`src/wake_ctl_defines.svh`:
```
/*
  Timing counts, register offsets, field positions and reset values of the
  sleep and wake regulator control block.
  Assumes the includer runs on a 25 MHz clock and decodes APB byte addresses.
*/
`ifndef WAKE_CTL_DEFINES_SVH
`define WAKE_CTL_DEFINES_SVH

// ----------------------------------------------------------------------------
// Clock and oscillator
// ----------------------------------------------------------------------------
// System clock frequency in kHz.
`define WCTL_CLK_KHZ 25000
// Internal logic oscillator frequency in kHz.
`define WCTL_OSC_KHZ 500
// System clock cycles per oscillator tick.
`define WCTL_OSC_DIV (`WCTL_CLK_KHZ / `WCTL_OSC_KHZ)

// ----------------------------------------------------------------------------
// Hold delay of the regulator enable, in milliseconds and oscillator ticks
// ----------------------------------------------------------------------------
// Shortest allowed falling delay in ms.
`define WCTL_HOLD_MIN_MS 300
// Longest allowed falling delay in ms.
`define WCTL_HOLD_MAX_MS 1000
// Default hold delay in ms, placed between the bounds.
`define WCTL_HOLD_DEF_MS 500
// Default hold delay in oscillator ticks.
`define WCTL_HOLD_DEF_TICKS (`WCTL_HOLD_DEF_MS * `WCTL_OSC_KHZ)
// Least legal limit in ticks; smaller writes are raised to it.
`define WCTL_HOLD_MIN_TICKS (`WCTL_HOLD_MIN_MS * `WCTL_OSC_KHZ)
// Largest legal limit in ticks; larger writes are cut to it.
`define WCTL_HOLD_MAX_TICKS (`WCTL_HOLD_MAX_MS * `WCTL_OSC_KHZ)

// ----------------------------------------------------------------------------
// Transmit driver hold and wake filter, in oscillator ticks
// ----------------------------------------------------------------------------
// Ticks the driver stays enabled after a passive level.
`define WCTL_TX_HOLD_TICKS 16
// Ticks the wake level must stand before it is believed.
`define WCTL_WAKE_FILT_TICKS 8

// ----------------------------------------------------------------------------
// Register offsets (byte addresses)
// ----------------------------------------------------------------------------
`define WCTL_OFS_STATUS 12'h000
`define WCTL_OFS_IRQ 12'h004
`define WCTL_OFS_MASK 12'h008
`define WCTL_OFS_HOLD 12'h00C

// ----------------------------------------------------------------------------
// Field positions
// ----------------------------------------------------------------------------
// Status: mode in bits 1:0, enable out, wake, undervoltage, ground loss.
`define WCTL_ST_REG_EN 2
`define WCTL_ST_WAKE 3
`define WCTL_ST_UV 4
`define WCTL_ST_GND 5
// Interrupt bits: wake exit, enable fell, undervoltage, ground loss.
`define WCTL_IRQ_WAKE 0
`define WCTL_IRQ_FALL 1
`define WCTL_IRQ_UV 2
`define WCTL_IRQ_GND 3
`define WCTL_IRQ_W 4

// ----------------------------------------------------------------------------
// Reset values
// ----------------------------------------------------------------------------
`define WCTL_RST_MASK 4'h0

`endif

```
`src/wake_ctl_pkg.sv`:
```
/*
  Types of the sleep and wake regulator control block.
  Assumes nothing beyond a SystemVerilog compiler.
*/
package wake_ctl_pkg;

  // Operating mode decoded from the two mode-select pins {lo, hi}.
  typedef enum logic [1:0]
  {
    mode_sleep = 2'b00,
    mode_hv_wake = 2'b01,
    mode_high_speed = 2'b10,
    mode_normal = 2'b11
  } mode_t;

  // Power state of the device, one-hot.
  typedef enum logic [2:0]
  {
    pw_sleep = 3'b001,
    pw_hold = 3'b010,
    pw_awake = 3'b100
  } power_state_t;

endpackage

```
`src/tick_if.sv`:
```
/*
  Interface carrying the oscillator tick between the divider and its users.
  Assumes one clock domain shared by both ends.
*/
`timescale 1ns/1ps
`default_nettype none

interface tick_if;
  // One-cycle pulse at the oscillator rate.
  logic tick;
  modport source (output tick);
  modport sink (input tick);
endinterface // tick_if

`default_nettype wire

```
`src/osc_tick.sv`:
```
/*
  Divider standing in for the internal logic oscillator.
  Assumes a free-running clock and the divide ratio from the defines header.
*/
`timescale 1ns/1ps
`default_nettype none
`include "wake_ctl_defines.svh"

module osc_tick
#(
  parameter int unsigned DIV = `WCTL_OSC_DIV
)
(
  // Clock and reset
  input wire logic pclk,
  input wire logic presetn,
  // Tick out
  tick_if.source tk
);

  // Cycle counter within one oscillator period.
  logic [$clog2(DIV)-1:0] cnt_q;

  // --------------------------------------------------------------------------
  // Divider
  // --------------------------------------------------------------------------
  // Counts up through the period and raises the tick for one cycle at its end.
  always_ff @(posedge pclk or negedge presetn)
  begin
    if (!presetn)
    begin
      cnt_q <= '0;
      tk.tick <= 1'b0;
    end
    else if (cnt_q == $clog2(DIV)'(DIV - 1))
    begin
      cnt_q <= '0;
      tk.tick <= 1'b1;
    end
    else
    begin
      cnt_q <= cnt_q + 1'b1;
      tk.tick <= 1'b0;
    end
  end

endmodule // osc_tick

`default_nettype wire

```
`src/pin_sync.sv`:
```
/*
  Three-stage synchroniser for a group of pins; a change is taken once the
  second and third stages agree.
  Assumes asynchronous inputs and a single destination clock.
*/
`timescale 1ns/1ps
`default_nettype none

module pin_sync
#(
  parameter int unsigned W = 1,
  parameter logic [W-1:0] INIT = '0
)
(
  // Clock and reset
  input wire logic pclk,
  input wire logic presetn,
  // Pins and settled values
  input wire logic [W-1:0] pin,
  output logic [W-1:0] level
);

  // Stages; the first is only read by the second.
  logic [W-1:0] s1_q;
  logic [W-1:0] s2_q;
  logic [W-1:0] s3_q;

  // --------------------------------------------------------------------------
  // Shift and agree
  // --------------------------------------------------------------------------
  // Each bit follows only when two later stages match, hiding one-cycle
  // metastable settling from the block.
  always_ff @(posedge pclk or negedge presetn)
  begin
    if (!presetn)
    begin
      s1_q <= INIT;
      s2_q <= INIT;
      s3_q <= INIT;
      level <= INIT;
    end
    else
    begin
      s1_q <= pin;
      s2_q <= s1_q;
      s3_q <= s2_q;
      for (int i = 0; i < W; i++)
      begin
        if (s2_q[i] == s3_q[i])
          level[i] <= s3_q[i];
      end
    end
  end

endmodule // pin_sync

`default_nettype wire

```
`src/sleep_wake_ctl.sv`:
```
/*
  Sleep and wake control of a single-wire bus transceiver: mode decode,
  regulator enable with hold timer, transmit driver hold, wake filter,
  undervoltage gating, load switch, and an APB register file with interrupt.
  Assumes pins arrive asynchronously and APB runs on pclk.
*/
`timescale 1ns/1ps
`default_nettype none
`include "wake_ctl_defines.svh"

module sleep_wake_ctl
#(
  parameter int unsigned HOLD_TICKS = `WCTL_HOLD_DEF_TICKS,
  parameter int unsigned TX_HOLD_TICKS = `WCTL_TX_HOLD_TICKS,
  parameter int unsigned FILT_TICKS = `WCTL_WAKE_FILT_TICKS
)
(
  // Clock and reset
  input wire logic pclk,
  input wire logic presetn,
  // APB slave
  input wire logic psel,
  input wire logic penable,
  input wire logic pwrite,
  input wire logic [11:0] paddr,
  input wire logic [31:0] pwdata,
  output logic [31:0] prdata,
  output logic pready,
  output logic pslverr,
  // Host pins
  input wire logic mode_select_lo,
  input wire logic mode_select_hi,
  input wire logic txd,
  output logic rxd_low_oe,
  output logic regulator_enable_out,
  // Line side
  input wire logic bus_dominant,
  input wire logic high_voltage_wake,
  input wire logic under_voltage,
  input wire logic ground_lost,
  output logic line_driver_en,
  output logic line_driver_dominant,
  output logic line_driver_hv,
  output logic line_driver_shaped,
  output logic line_receiver_en,
  output logic load_switch_on,
  // Interrupt
  output logic irq
);

  // --------------------------------------------------------------------------
  // Pin synchronisation and oscillator
  // --------------------------------------------------------------------------
  // Settled pin levels; reset as undriven (sleep pins, recessive data).
  logic [6:0] pins_s;
  // Shared oscillator tick.
  tick_if tk ();

  pin_sync #(.W(7), .INIT(7'b000_0010)) u_sync
  (
    .pclk(pclk),
    .presetn(presetn),
    .pin({ground_lost, under_voltage, high_voltage_wake, bus_dominant,
          mode_select_hi, txd, mode_select_lo}),
    .level(pins_s)
  );

  osc_tick u_osc
  (
    .pclk(pclk),
    .presetn(presetn),
    .tk(tk.source)
  );

  // Decoded names of the settled pins.
  wire logic mlo = pins_s[0];
  wire logic txd_s = pins_s[1];
  wire logic mhi = pins_s[2];
  wire logic dom_s = pins_s[3];
  wire logic hvw_s = pins_s[4];
  wire logic uv_s = pins_s[5];
  wire logic gnd_s = pins_s[6];

  // mode decode from the two select pins
  wake_ctl_pkg::mode_t mode;
  assign mode = wake_ctl_pkg::mode_t'({mlo, mhi});

  // --------------------------------------------------------------------------
  // Wake filter
  // --------------------------------------------------------------------------
  // The wake level must stand for a number of ticks; this stands in for the
  // analog de-glitch filter so a bus spike cannot wake the host.
  logic [$clog2(FILT_TICKS+1)-1:0] filt_q;
  logic wake_q;

  always_ff @(posedge pclk or negedge presetn)
  begin
    if (!presetn)
    begin
      filt_q <= '0;
      wake_q <= 1'b0;
    end
    else if (!hvw_s)
    begin
      filt_q <= '0;
      wake_q <= 1'b0;
    end
    else if (tk.tick && !wake_q)
    begin
      if (filt_q == $clog2(FILT_TICKS+1)'(FILT_TICKS - 1))
        wake_q <= 1'b1;
      filt_q <= filt_q + 1'b1;
    end
  end

  // --------------------------------------------------------------------------
  // Hold timer and power state
  // --------------------------------------------------------------------------
  // Hold limit register, in ticks.
  logic [19:0] hold_lim_q;
  // Ticks since the wake level left.
  logic [19:0] hold_q;
  // Hold delay expired.
  logic hold_done;
  wake_ctl_pkg::power_state_t pw_q;
  // One-cycle events for the interrupt status register.
  logic ev_wake;
  logic ev_fall;

  assign hold_done = (hold_q >= hold_lim_q);

  // counter restarts on wake, stops at limit
  always_ff @(posedge pclk or negedge presetn)
  begin
    if (!presetn)
      hold_q <= '0;
    else if (wake_q)
      hold_q <= '0;
    else if (tk.tick && !hold_done)
      hold_q <= hold_q + 1'b1;
  end

  // Power state machine. Awake holds as long as the host keeps a non-sleep
  // mode; sleep pins only take effect once the hold delay has run out.
  always_ff @(posedge pclk or negedge presetn)
  begin
    if (!presetn)
    begin
      pw_q <= wake_ctl_pkg::pw_sleep;
      ev_wake <= 1'b0;
      ev_fall <= 1'b0;
    end
    else
    begin
      ev_wake <= 1'b0;
      ev_fall <= 1'b0;
      unique case (pw_q)
        wake_ctl_pkg::pw_sleep:
        begin
          if (wake_q)
          begin
            pw_q <= wake_ctl_pkg::pw_hold;
            ev_wake <= 1'b1;
          end
          else if (mode != wake_ctl_pkg::mode_sleep)
            pw_q <= wake_ctl_pkg::pw_awake;
        end
        wake_ctl_pkg::pw_hold:
        begin
          // expired delay and sleep pins end it
          if (hold_done && mode == wake_ctl_pkg::mode_sleep)
          begin
            pw_q <= wake_ctl_pkg::pw_sleep;
            ev_fall <= 1'b1;
          end
          else if (mode != wake_ctl_pkg::mode_sleep)
            pw_q <= wake_ctl_pkg::pw_awake;
        end
        wake_ctl_pkg::pw_awake:
        begin
          // Sleep pins return to the hold state before the drop; the hold count is not restarted.
          if (mode == wake_ctl_pkg::mode_sleep)
            pw_q <= wake_ctl_pkg::pw_hold;
        end
        default:
          pw_q <= wake_ctl_pkg::pw_sleep;
      endcase
    end
  end

  always_ff @(posedge pclk or negedge presetn)
  begin
    if (!presetn)
      regulator_enable_out <= 1'b0;
    else
      regulator_enable_out <= (pw_q != wake_ctl_pkg::pw_sleep);
  end

  // --------------------------------------------------------------------------
  // Transmit driver hold
  // --------------------------------------------------------------------------
  // Ticks left for which the driver stays on after a passive level.
  logic [$clog2(TX_HOLD_TICKS+1)-1:0] txh_q;

  // driver stays enabled after passive level
  always_ff @(posedge pclk or negedge presetn)
  begin
    if (!presetn)
      txh_q <= '0;
    else if (!txd_s)
      txh_q <= $clog2(TX_HOLD_TICKS+1)'(TX_HOLD_TICKS);
    else if (tk.tick && txh_q != '0)
      txh_q <= txh_q - 1'b1;
  end

  // Line driver and receiver controls, all registered.
  always_ff @(posedge pclk or negedge presetn)
  begin
    if (!presetn)
    begin
      line_driver_en <= 1'b0;
      line_driver_dominant <= 1'b0;
      line_driver_hv <= 1'b0;
      line_driver_shaped <= 1'b1;
      line_receiver_en <= 1'b0;
      load_switch_on <= 1'b1;
      rxd_low_oe <= 1'b0;
    end
    else
    begin
      line_driver_en <= !uv_s && (!txd_s || txh_q != '0);
      line_driver_dominant <= !uv_s && !txd_s;
      // wake voltage only in wake mode
      line_driver_hv <= (mode == wake_ctl_pkg::mode_hv_wake);
      line_driver_shaped <= (mode != wake_ctl_pkg::mode_high_speed);
      line_receiver_en <= !uv_s && (pw_q != wake_ctl_pkg::pw_sleep ||
                                    hvw_s);
      rxd_low_oe <= !uv_s && dom_s &&
                    (pw_q != wake_ctl_pkg::pw_sleep || hvw_s);
      load_switch_on <= !gnd_s;
    end
  end

  // --------------------------------------------------------------------------
  // Interrupt status and mask
  // --------------------------------------------------------------------------
  logic [`WCTL_IRQ_W-1:0] ist_q;
  logic [`WCTL_IRQ_W-1:0] msk_q;
  logic [`WCTL_IRQ_W-1:0] ev;
  logic uv_d1_q;
  logic gnd_d1_q;
  // APB access phase strobes.
  logic acc;
  logic wr;

  assign acc = psel && penable;
  assign wr = acc && pwrite;
  assign ev = {gnd_s && !gnd_d1_q, uv_s && !uv_d1_q, ev_fall, ev_wake};

  // Edge memories for the level events.
  always_ff @(posedge pclk or negedge presetn)
  begin
    if (!presetn)
    begin
      uv_d1_q <= 1'b0;
      gnd_d1_q <= 1'b0;
    end
    else
    begin
      uv_d1_q <= uv_s;
      gnd_d1_q <= gnd_s;
    end
  end

  // Sticky bits; a new event in the clearing cycle wins over the clear.
  always_ff @(posedge pclk or negedge presetn)
  begin
    if (!presetn)
      ist_q <= '0;
    else if (wr && paddr == `WCTL_OFS_IRQ)
      ist_q <= (ist_q & ~pwdata[`WCTL_IRQ_W-1:0]) | ev;
    else
      ist_q <= ist_q | ev;
  end

  // Mask and hold limit registers; written limits are kept inside the bounds, reset loads HOLD_TICKS as given.
  always_ff @(posedge pclk or negedge presetn)
  begin
    if (!presetn)
    begin
      msk_q <= `WCTL_RST_MASK;
      hold_lim_q <= 20'(HOLD_TICKS);
    end
    else if (wr && paddr == `WCTL_OFS_MASK)
      msk_q <= pwdata[`WCTL_IRQ_W-1:0];
    // limit clamped to the legal range
    else if (wr && paddr == `WCTL_OFS_HOLD)
    begin
      if (pwdata[19:0] < 20'(`WCTL_HOLD_MIN_TICKS))
        hold_lim_q <= 20'(`WCTL_HOLD_MIN_TICKS);
      else if (pwdata[19:0] > 20'(`WCTL_HOLD_MAX_TICKS))
        hold_lim_q <= 20'(`WCTL_HOLD_MAX_TICKS);
      else
        hold_lim_q <= pwdata[19:0];
    end
  end

  // Level interrupt from unmasked sticky bits.
  always_ff @(posedge pclk or negedge presetn)
  begin
    if (!presetn)
      irq <= 1'b0;
    else
      irq <= |(ist_q & msk_q);
  end

  // --------------------------------------------------------------------------
  // APB read path
  // --------------------------------------------------------------------------
  // Zero wait states: pready rises in the first access cycle. Unmapped
  // addresses read zero and raise pslverr.
  always_ff @(posedge pclk or negedge presetn)
  begin
    if (!presetn)
    begin
      prdata <= '0;
      pready <= 1'b0;
      pslverr <= 1'b0;
    end
    else
    begin
      pready <= psel && !penable;
      pslverr <= 1'b0;
      prdata <= '0;
      if (psel && !penable)
      begin
        unique case (paddr)
          `WCTL_OFS_STATUS:
            prdata <= {26'h000_0000, gnd_s, uv_s, wake_q,
                       regulator_enable_out, mlo, mhi};
          `WCTL_OFS_IRQ:
            prdata <= {28'h000_0000, ist_q};
          `WCTL_OFS_MASK:
            prdata <= {28'h000_0000, msk_q};
          `WCTL_OFS_HOLD:
            prdata <= {12'h000, hold_lim_q};
          default:
            pslverr <= 1'b1;
        endcase
      end
    end
  end

endmodule // sleep_wake_ctl

`default_nettype wire

```
`config.mk`:
```
export PLATFORM = sky130hd
export DESIGN_NAME = sleep_wake_ctl
export DESIGN_NICKNAME = d
export VERILOG_FILES = /design/src/wake_ctl_pkg.sv /design/src/tick_if.sv /design/src/osc_tick.sv /design/src/pin_sync.sv /design/src/sleep_wake_ctl.sv
export VERILOG_INCLUDE_DIRS = /design/src
export SDC_FILE = /design/constraint.sdc
export NUM_CORES = 1
export LEC_CHECK = 0
export ABC_AREA = 1
export BUFFER_PORTS_ARGS = -buffer_cell sky130_fd_sc_hd__buf_2
export CAP_MARGIN = 20
export CELL_PAD_IN_SITES_DETAIL_PLACEMENT = 1
export CELL_PAD_IN_SITES_GLOBAL_PLACEMENT = 1
export CORE_ASPECT_RATIO = 0.6
export CORE_MARGIN = 10
export CORE_UTILIZATION = 39
export CTS_CLUSTER_SIZE = 40
export DETAILED_ROUTE_END_ITERATION = 10
export GPL_TIMING_DRIVEN = 0
export PLACE_DENSITY = 0.77
export SLEW_MARGIN = 20
export SYNTH_ARGS = -nofsm -noshare
export SYNTH_HDL_FRONTEND = slang
export SYNTH_SLANG_ARGS = --single-unit
```
`constraint.sdc`:
```
create_clock -name pclk -period 1.8 [get_ports pclk]
set_input_delay 0 -clock pclk [delete_from_list [all_inputs] [get_ports pclk]]
set_output_delay 0 -clock pclk [all_outputs]
set_load 0.02 [all_outputs]
```
# Yosys cells after proc, flatten, opt, wreduce, memory -nomap -nowiden
# Cells that the tools add are included.
[totals]
in_bits = 56
word_cells = 134
output_inout_bits = 43
ram_bits = 0
latchBits = 0
rom_bits = 0
regBits = 143
memories = 0
[classes]
n_mux = 27
shift = 0
reduce_logical = 36
div = 0
n_mul = 0
n_eq_ne = 22
bitwise = 6
n_lt_le_gt_ge = 3
n_addsub = 4
[ops]
columns = ["operator", "count"]
rows = [
  ["two-way mux 20 bit", 5],
  ["case mux 20 bit (4 select lines)", 1],
  ["== test 12 x 4 -> 1 bit (second input constant)", 2],
  ["adder 20 x 1 -> 20 bit (second input constant)", 1],
  [">= comparator 20 bit", 1],
  ["> comparator 20 x 19 -> 1 bit (second input constant)", 1],
  ["less-than comparator 20 x 18 -> 1 bit (second input constant)", 1],
  ["logical AND 1 bit", 17],
  ["== test 12 x 3 -> 1 bit (second input constant)", 1],
  ["zero test 12 bit", 1],
  ["two-way mux 3 bit", 4],
  ["two-way mux 4 bit", 3],
  ["two-way mux 1 bit", 10],
  ["two-way mux 5 bit", 2],
  ["!= test 2 bit (second input constant)", 5],
  ["case mux 3 bit (3 select lines)", 1],
  ["bitwise AND 4 bit", 2],
  ["zero test 1 bit", 8],
  ["bitwise OR 4 bit", 2],
  ["OR reduction 4 bit", 2],
  ["== test 1 bit", 7],
  ["adder 6 x 1 -> 6 bit (second input constant)", 1],
  ["== test 6 bit (second input constant)", 1],
  ["two-way mux 6 bit", 1],
  ["other kinds (15)", 18],
]

# Depth between registers and ports, before layout
# Gate-level depths: netlist of run 1.
[logic_depth]
ltp_word = 5
depth_mapped = 16
mapped_depth_nobuf = 15

# Cells and area by module
# From an unflattened synthesis of run 1, not the netlist that was laid out.
[unflattened]
cells_unflattened = 778
area_unflattened_um2 = 6515.0
[by_module_without_submodules]
columns = ["mod", "seq_area_each_um2", "n_inst", "area_per_inst_um2", "cells_each"]
rows = [
  ["sleep_wake_ctl", 2414.8, 1, 5372.7, 687],
  ["pin_sync", 705.7, 1, 819.5, 56],
  ["osc_tick", 175.2, 1, 322.8, 35],
]

# Least setup slack after synthesis of run 1
# Ideal clock, no wire load.
[synth_path]
path_kind = "reg2reg"
startpoint = "register hold_lim_q[17]"
endpoint = "register hold_q[9]"
setup_ns = 0.117
path_slack_ns = -0.093
n_path_buf = 1
t_arrival_ns = 1.776
period_less_slack_ns = 1.893
t_required_ns = 1.683
stages_incl_launch_ff = 13
cell_sequence = "dfstp_2 > inv_1 > ha_1 > nand2_1 > nor2_1 > nor3b_2 > and2b_1 > nand2_1 > nand3_2 > nand2_4 > buf_6 > nand2_1 > nand2_1"
[synth_via]
elab_chain_len = 4
[synth_lines]
columns = ["element", "line", "rtl"]
rows = [
  ["start: declaration", "sleep_wake_ctl.sv:120", "logic [19:0] hold_lim_q;"],
  ["start signal: assignment", "sleep_wake_ctl.sv:292", "hold_lim_q <= 20'(HOLD_TICKS);"],
  ["start signal: assignment", "sleep_wake_ctl.sv:300", "hold_lim_q <= 20'(`WCTL_HOLD_MIN_TICKS);"],
  ["start signal: assignment", "sleep_wake_ctl.sv:302", "hold_lim_q <= 20'(`WCTL_HOLD_MAX_TICKS);"],
  [">= comparator 20 bit", "sleep_wake_ctl.sv:130", "assign hold_done = (hold_q >= hold_lim_q);"],
  ["zero test 1 bit", "sleep_wake_ctl.sv:139", "else if (tk.tick && !hold_done)"],
  ["logical AND 1 bit", "sleep_wake_ctl.sv:139", ""],
  ["nonzero test 2 bit (no line)", "--", ""],
  ["end signal: assignment", "sleep_wake_ctl.sv:140", "hold_q <= hold_q + 1'b1;"],
  ["end: declaration", "sleep_wake_ctl.sv:122", "logic [19:0] hold_q;"],
]
# Every way passes these cells.
# A chain may end at the register's enable or synchronous reset.

# Final worst setup path of run 1
[layout_path]
startpoint = "register hold_lim_q[17]"
endpoint = "register pw_q[1]"
[layout_via]
elab_chain_len = 4
[layout_lines]
columns = ["element", "line", "rtl"]
rows = [
  [">= comparator 20 bit", "sleep_wake_ctl.sv:130", ""],
  ["logical AND 1 bit", "sleep_wake_ctl.sv:171", "if (hold_done && mode == wake_ctl_pkg::mode_sleep)"],
  ["two-way mux 3 bit", "sleep_wake_ctl.sv:171", ""],
  ["case mux 3 bit (3 select lines)", "sleep_wake_ctl.sv:157", "unique case (pw_q)"],
  ["end signal: assignment", "sleep_wake_ctl.sv:162", "pw_q <= wake_ctl_pkg::pw_hold;"],
  ["end signal: assignment", "sleep_wake_ctl.sv:173", "pw_q <= wake_ctl_pkg::pw_sleep;"],
  ["end signal: assignment", "sleep_wake_ctl.sv:177", "pw_q <= wake_ctl_pkg::pw_awake;"],
  ["end: declaration", "sleep_wake_ctl.sv:125", "wake_ctl_pkg::power_state_t pw_q;"],
]
# Every way passes these cells.

==> results of run 1 <==
==> placed cells by master (no fill, tap or decap), types with 10 or more instances in the layout <==
| master | synthesis | routed |
|---|---|---|
| ha_1 | 26 | 21 |
| clkbuf_16 | 0 | 17 |
| nor2_1 | 86 | 82 |
| nor3_1 | 27 | 27 |
| nand2_2 | 1 | 20 |
| buf_2 | 1 | 74 |
| nand3_1 | 56 | 54 |
| nand2_1 | 145 | 119 |
| buf_4 | 15 | 21 |
| dfrtp_1 | 117 | 115 |
| xor2_1 | 11 | 11 |
| a21oi_1 | 12 | 11 |
| o21ai_0 | 28 | 28 |
| inv_1 | 105 | 96 |
| dfstp_2 | 14 | 14 |
| o22ai_1 | 10 | 10 |
| nand4_1 | 12 | 12 |
| conb_1 | 1 | 12 |
| dlygate4sd3_1 | 0 | 33 |
==> worst paths after layout <==
path	startpoint	slack (ns)	endpoint	depth (start not counted)
min in group asynchronous	presetn	0.04	hold_lim_q[6]	2
max in group asynchronous	presetn	0.99	u_sync.level[1]	3
max reg2reg	hold_lim_q[17]	-0.37	pw_q[1]	12
max	hold_lim_q[17]	-0.37	pw_q[1]	12
min	paddr[2]	0.02	prdata[8]	3
min reg2reg	u_sync.s1_q[3]	0.35	u_sync.s2_q[3]	0
==> state kept, by name, summed over array words and instances (netlist names), 5 cells and up <==
name and count:
txh_q 5, u_osc.cnt_q 6, hold_lim_q 20, u_sync.level 7, prdata 20, u_sync.s1_q 7, u_sync.s3_q 7, hold_q 20
u_sync.s2_q 7
==> layout make-up <==
cell class              instances  area [um^2]
clock inverters                15          203
inverters                     105          399
multi-input cells             481         2780
flip-flops and latches        131         3300
clock buffers                  17          425
well taps                     209          262
plain buffers                  27          185
repair buffers                120          856
fillers                      1889         7670
==> logic make-up after synthesis <==
family | share of synthesized area [%]
buffers and inverters | 8.94
other | 0.0590
DFF | 51.9
AOI/OAI and AO/OA | 6.66
adders and majority gates | 6.22
xor gates and xnor gates | 2.07
and+or+nand+nor | 24.2
==> layer usage <==
layer | vias up | track usage (%) | part of all wire [%]
li1 | 2643 | - | -
met1 | 2760 | 24.1 | 46
met2 | 127 | 29.6 | 47
met3 | 28 | 4.92 | 5.1
met4 | 0 | 5.36 | 1.6
met5 | - | 0 | 0
==> power groups by stage <==
stage	clock network [mW]	registers (mW)	logic, mW
final	3.74	3.13	0.647
after CTS	3.79	3.13	0.625
after global placement	0	3.18	0.533
after detailed placement	0	3.19	0.558
after floorplan	0	3.21	0.255
after global routing	3.96	3.15	0.710
==> timing repair <==
action | 4_1_cts | 5_1_grt
endpoints found under the hold margin | 161 | 0
pin swaps | 7 | 5
gates resized for setup | 40 | 29
hold buffers | 33 | 0
buffers inserted | 7 | 4
gates cloned | 2 | 0
setup endpoints to repair | 23 | 28
==> worst min-delay path: cells and delay by family <==
family	cells	cell delay (ns)
simple gates	2	0.26
buf+inv	1	0.14
==> run summary, run 1 <==
H-tree Lvls - 4
final setup fails - 23
die width - 185 um
most common library cells after synthesis - 145 x nand2_1, 117 x dfrtp_1, 105 x inv_1, 86 x nor2_1, 56 x nand3_1
fmax - 0.461 GHz
detailed placement HPWL - 13500 um
cells after synthesis - 732
Hold WS - 0.0233 ns
WP data arrival - 2.48 ns
Clk pwr share - 49.8%
share of post-route cells with drive strength above 1 - 23.9%
I/O Buffers - 74
count of different cell masters after synthesis - 45
CTS clock-pin slew for the worst setup and hold paths - 0.07 ns
P&R area growth vs syn - 32.3%
TritonCTS clock tree - yes
first-pass GRT wire length - 32300 um
mapped cell area - 6350 um^2
initial antenna violation count - 0
Post-synth EDFFs - 0
worst-margin pin slew - 0.699 ns
HP Class - input pin to flip-flop
yosys warns - 0
Worst VDD drop - 0.000495 V
DRT iter0 DRCs - 314
drt via density - 5.03
row cnt - 36
top post-synthesis cells by area - dfrtp_1 46%, nand2_1 8.6%, inv_1 6.2%
post-synth top area share - 46.1%
Pleak - 4.29 nW
Reg power frac - 41.6%
Worst Path Buf+Inv - 4
CTS Sinks - 131
Antenna Cells - 0
DRT Wirelength - 20000 um
period utilisation layout - 121%
internal power - 5.43 mW
I/O pin count - 99
P_sw - 2.09 mW
Synth area leader - dfrtp_1
starting density of the core - 39.5%
clk_skew - 0.0120 ns
pre-CTS WS - -0.454 ns
critical path class - flip-flop to flip-flop
Core Util, Final - 52.3%
gr ovfl total - 0
max cap viols - 0
Die H - 119 um
Cell Pwr Density - 895 nW/um^2
post-DR wirelength/cell - 18.1 um
highest-delay cell along the critical path - dfstp_2
Worst Path Required - 2.11 ns
Post-DRT Antenna Nets - 0
CP startpoint kind - flip-flop
routed vias - 5558
most common cell in the synthesized netlist - nand2_1
clk buf depth - 2
min setup slack post-route - -0.371 ns
Slew HR - 53.1%
Core ar. - 16100 um^2
placed insts - 1027
Main synth FF type - dfrtp_1
sequential share of the synthesized area - 51.9%
CP Capture Type - flip-flop
worst-path maximum fanout - 2
Layout Nets - 965
Area after DPL - 7090 um^2
Power, Total - 7.53 mW
Final Instance Area - 8410 um^2
largest net degree at the start of global routing - 96
Final Max Tran Viols - 0
Post-synth ARST share - 100%
min Tclk post-route - 2.17 ns
largest delay contributor family on the critical path - simple AND/OR/NAND/NOR gates
Total GRT Usage - 18.5%
number of synthesized register bits - 131
die area - 22000 um^2
Final TNS setup - -7.61 ns
RePlAce Congestion - 0.831
clk_lat worst skew - 0.43 ns
Sw Ratio - 27.8%
final cell count without fillers - 1105
failing checks - setup timing
status - complete, but fails checks
Comb power frac - 8.6%
Final Hold Vio Count - 0
clock root buffer - clkbuf_16
CP peak stage delay - 0.54 ns
DRT Pass-1 Iters - 5
worst path cell trace - inv_4 -> ha_4 -> nand2_4 -> nor2_4 -> nor3b_4 -> and2b_2 -> nand2_4 -> buf_4 -> buf_6 -> buf_4 -> nand3_2 -> a21oi_1
Mapped Avg Cell Area - 8.68 um^2
# DRC - 0
CTS Buf Count - 17
vias in the first global route - 6097
RSZ-0062 raised after global routing - yes
(Power assumes the default switching activity.)
==> run 2, diff against run 1 <==
--- a/config.mk
+++ b/config.mk
@@ -6,18 +6,17 @@
 export SDC_FILE = /design/constraint.sdc
 export NUM_CORES = 1
 export LEC_CHECK = 0
-export ABC_AREA = 1
 export BUFFER_PORTS_ARGS = -buffer_cell sky130_fd_sc_hd__buf_2
 export CAP_MARGIN = 20
 export CELL_PAD_IN_SITES_DETAIL_PLACEMENT = 1
 export CELL_PAD_IN_SITES_GLOBAL_PLACEMENT = 1
 export CORE_ASPECT_RATIO = 0.6
 export CORE_MARGIN = 10
-export CORE_UTILIZATION = 39
+export CORE_UTILIZATION = 40
 export CTS_CLUSTER_SIZE = 40
 export DETAILED_ROUTE_END_ITERATION = 10
 export GPL_TIMING_DRIVEN = 0
-export PLACE_DENSITY = 0.77
+export PLACE_DENSITY = 0.76
 export SLEW_MARGIN = 20
 export SYNTH_ARGS = -nofsm -noshare
 export SYNTH_HDL_FRONTEND = slang
==> run summary, run 2 <==
status - complete, but fails checks
failing checks - setup timing
Antenna Cells - 0
DRT Wirelength - 18700 um
R2R cell count - 11
Largest regs - hold_lim_q (20), hold_q (20), prdata (20)
Synth area leader - dfrtp_1
Global Route met3 Usage - 5.38%
worst-path maximum fanout - 6
starting density of the core - 40.6%
CTS Sinks - 131
Worst Path Required - 2.07 ns
post-DR wirelength/cell - 21.4 um
Final Hold Vio Count - 0
P&R area growth vs syn - 35.6%
commonest non-fill, non-tap cells in the layout - 117 x dfrtp_1, 72 x buf_2, 30 x dlygate4sd3_1, 28 x nor2_1, 27 x nand2_1
most common cell in the synthesized netlist - dfrtp_1
clock root buffer - clkbuf_16
yosys warns - 0
row cnt - 34
clk_lat worst skew - 0.42 ns
Mapped Avg Cell Area - 11.3 um^2
I/O pin count - 99
Hold WS - 0.0320 ns
Sw Ratio - 25.1%
Die H - 114 um
min Tclk post-route - 2.71 ns
largest net degree at the start of global routing - 101
clk_skew - 0.0114 ns
detailed placement HPWL - 11500 um
max cap viols - 0
Critical Path Start - hold_lim_q[15]
cells after synthesis - 515
internal power - 5.53 mW
Cell Pwr Density - 932 nW/um^2
routed vias - 4831
Slew HR - 55.3%
CP Capture Type - flip-flop
mapped cell area - 5840 um^2
critical path class - flip-flop to flip-flop
GR Util met2 - 28.8%
CP startpoint kind - flip-flop
Core ar. - 14400 um^2
worst-margin pin slew - 0.671 ns
Pleak - 3.65 nW
die area - 20000 um^2
DRT iter0 DRCs - 340
WP data arrival - 2.98 ns
fmax - 0.369 GHz
Post-DRT Antenna Nets - 0
clk buf depth - 2
final setup fails - 23
min setup slack post-route - -0.910 ns
count of different cell masters after synthesis - 65
Worst VDD drop - 0.000529 V
share of post-route cells with drive strength above 1 - 32.6%
drt via density - 5.52
P_sw - 1.85 mW
Main synth FF type - dfrtp_1
I/O Buffers - 72
top post-synthesis cells by area - dfrtp_1 50%, dfstp_2 6.3%, ha_1 5.6%
sequential share of the synthesized area - 56.4%
Total GRT Usage - 18.4%
period utilisation layout - 151%
final cell count without fillers - 875
initial antenna violation count - 0
first-pass GRT wire length - 29100 um
met1 Use GR - 23.8%
CTS clock-pin slew for the worst setup and hold paths - 0.06 ns
RR Endpoint - hold_q[1]
RePlAce Congestion - 0.893
DRT Pass-1 Iters - 4
post-synth top area share - 50.1%
vias in the first global route - 5180
TritonCTS clock tree - yes
pre-CTS WS - -0.959 ns
Clk pwr share - 48.9%
Post-synth EDFFs - 0
most common library cells after synthesis - 117 x dfrtp_1, 33 x a21oi_1, 31 x inv_1, 31 x nor2_1, 28 x nand2_1
most common cell after layout, fill and taps aside - dfrtp_1
placed insts - 797
Final TNS setup - -17.80 ns
Final Max Tran Viols - 0
Reg power frac - 42.9%
# DRC - 0
die width - 176 um
Comb power frac - 8.2%
RSZ-0062 raised after global routing - yes
HP Class - input pin to async pin
Layout Nets - 746
gr ovfl total - 0
GR peak layer - met2
H-tree Lvls - 4
CTS Buf Count - 17
flop2flop setup slack - -0.91 ns
number of synthesized register bits - 131
worst reg2reg path startpoint - hold_lim_q[15]
Post-synth ARST share - 100%
==> run 2: cell count changes after synthesis, moves of 9 or more <==
| cell | before | now |
|---|---|---|
| nand3_1 | 56 | 17 |
| a21oi_1 | 12 | 33 |
| inv_1 | 105 | 31 |
| nor2_1 | 86 | 31 |
| nand2_1 | 145 | 28 |
| and3_1 | 1 | 10 |
| or3_1 | 0 | 9 |
==> run 2: repair_timing <==
action,4_1_cts,5_1_grt
buffers inserted,8,5
setup endpoints to repair,30,53
pin swaps,21,21
gates resized for setup,28,38
hold endpoints to repair,162,0
gates cloned,3,0
hold buffers,30,0
==> run 2: cells by family (layout without fill, tap and decap cells) <==
logic type                 after synthesis  after routing  share of synthesized area, %
other                                    1             12                        0.0642
AOI/OAI and AO/OA                      102            102                          11.5
muxes                                   10             10                          2.66
buffers and inverters                   55            206                          4.52
xor gates and xnor gates                13             13                          1.95
and+or+nand+nor                        170            170                          16.1
adders and majority gates               33             33                          6.77
DFF                                    131            131                          56.4
==> run 2: cell type report <==
| cell class | instances | area (um^2) |
|---|---|---|
| Inverter | 31 | 119 |
| Buffer | 24 | 183 |
| Sequential cell | 131 | 3300 |
| Fill cell | 1523 | 6460 |
| Timing Repair Buffer | 119 | 842 |
| Multi-Input combinational cell | 340 | 2620 |
| Clock inverter | 14 | 175 |
| Tap cell | 198 | 248 |
| Clock buffer | 18 | 439 |
==> run 2: worst max-delay path: stages, from the launching register on <==
cell     delay [ns]
dfstp_2        0.54
inv_4          0.05
ha_4           0.26
nand4_1        0.23
nor4_4         0.39
a32oi_2        0.17
nand4_1        0.23
buf_4          0.19
buf_8          0.13
buf_16         0.12
mux2i_1        0.18
nor2_1         0.05
==> run 2: metrics by stage <==
| step | util [%] | power (mW) | cell area (um^2) |
|---|---|---|---|
| floorplan | - | 3.43 | 5940 |
| global placement | 45.5 | 3.64 | 6550 |
| detailed placement | 45.8 | 3.68 | 6580 |
| CTS | 53.8 | 7.39 | 7730 |
| global route | 55.1 | 7.63 | 7920 |
| finish | 55.1 | 7.38 | 7920 |
==> run 2: power groups by stage <==
stage	Sequential, mW	Clock (mW)	Combinational (mW)
after CTS	3.15	3.66	0.575
final	3.16	3.61	0.605
after global placement	3.19	0	0.453
after global routing	3.17	3.81	0.657
after floorplan	3.22	0	0.214
after detailed placement	3.20	0	0.483
==> run 2: per-layer routing <==
layer	routed length (um)	vias to the layer above
met4	452	0
met3	1240	39
li1	-	2133
met1	8000	2486
met5	0	-
met2	9020	173
==> run 2: worst max-delay path by stage <==
stage	endpoint	slack, ns
final	hold_q[1]	-0.91
after global placement	u_osc.cnt_q[0]	-0.94
after CTS	hold_q[15]	-0.82
after global routing	hold_q[1]	-1.01
after floorplan	hold_q[16]	-0.57
after detailed placement	hold_q[16]	-0.96
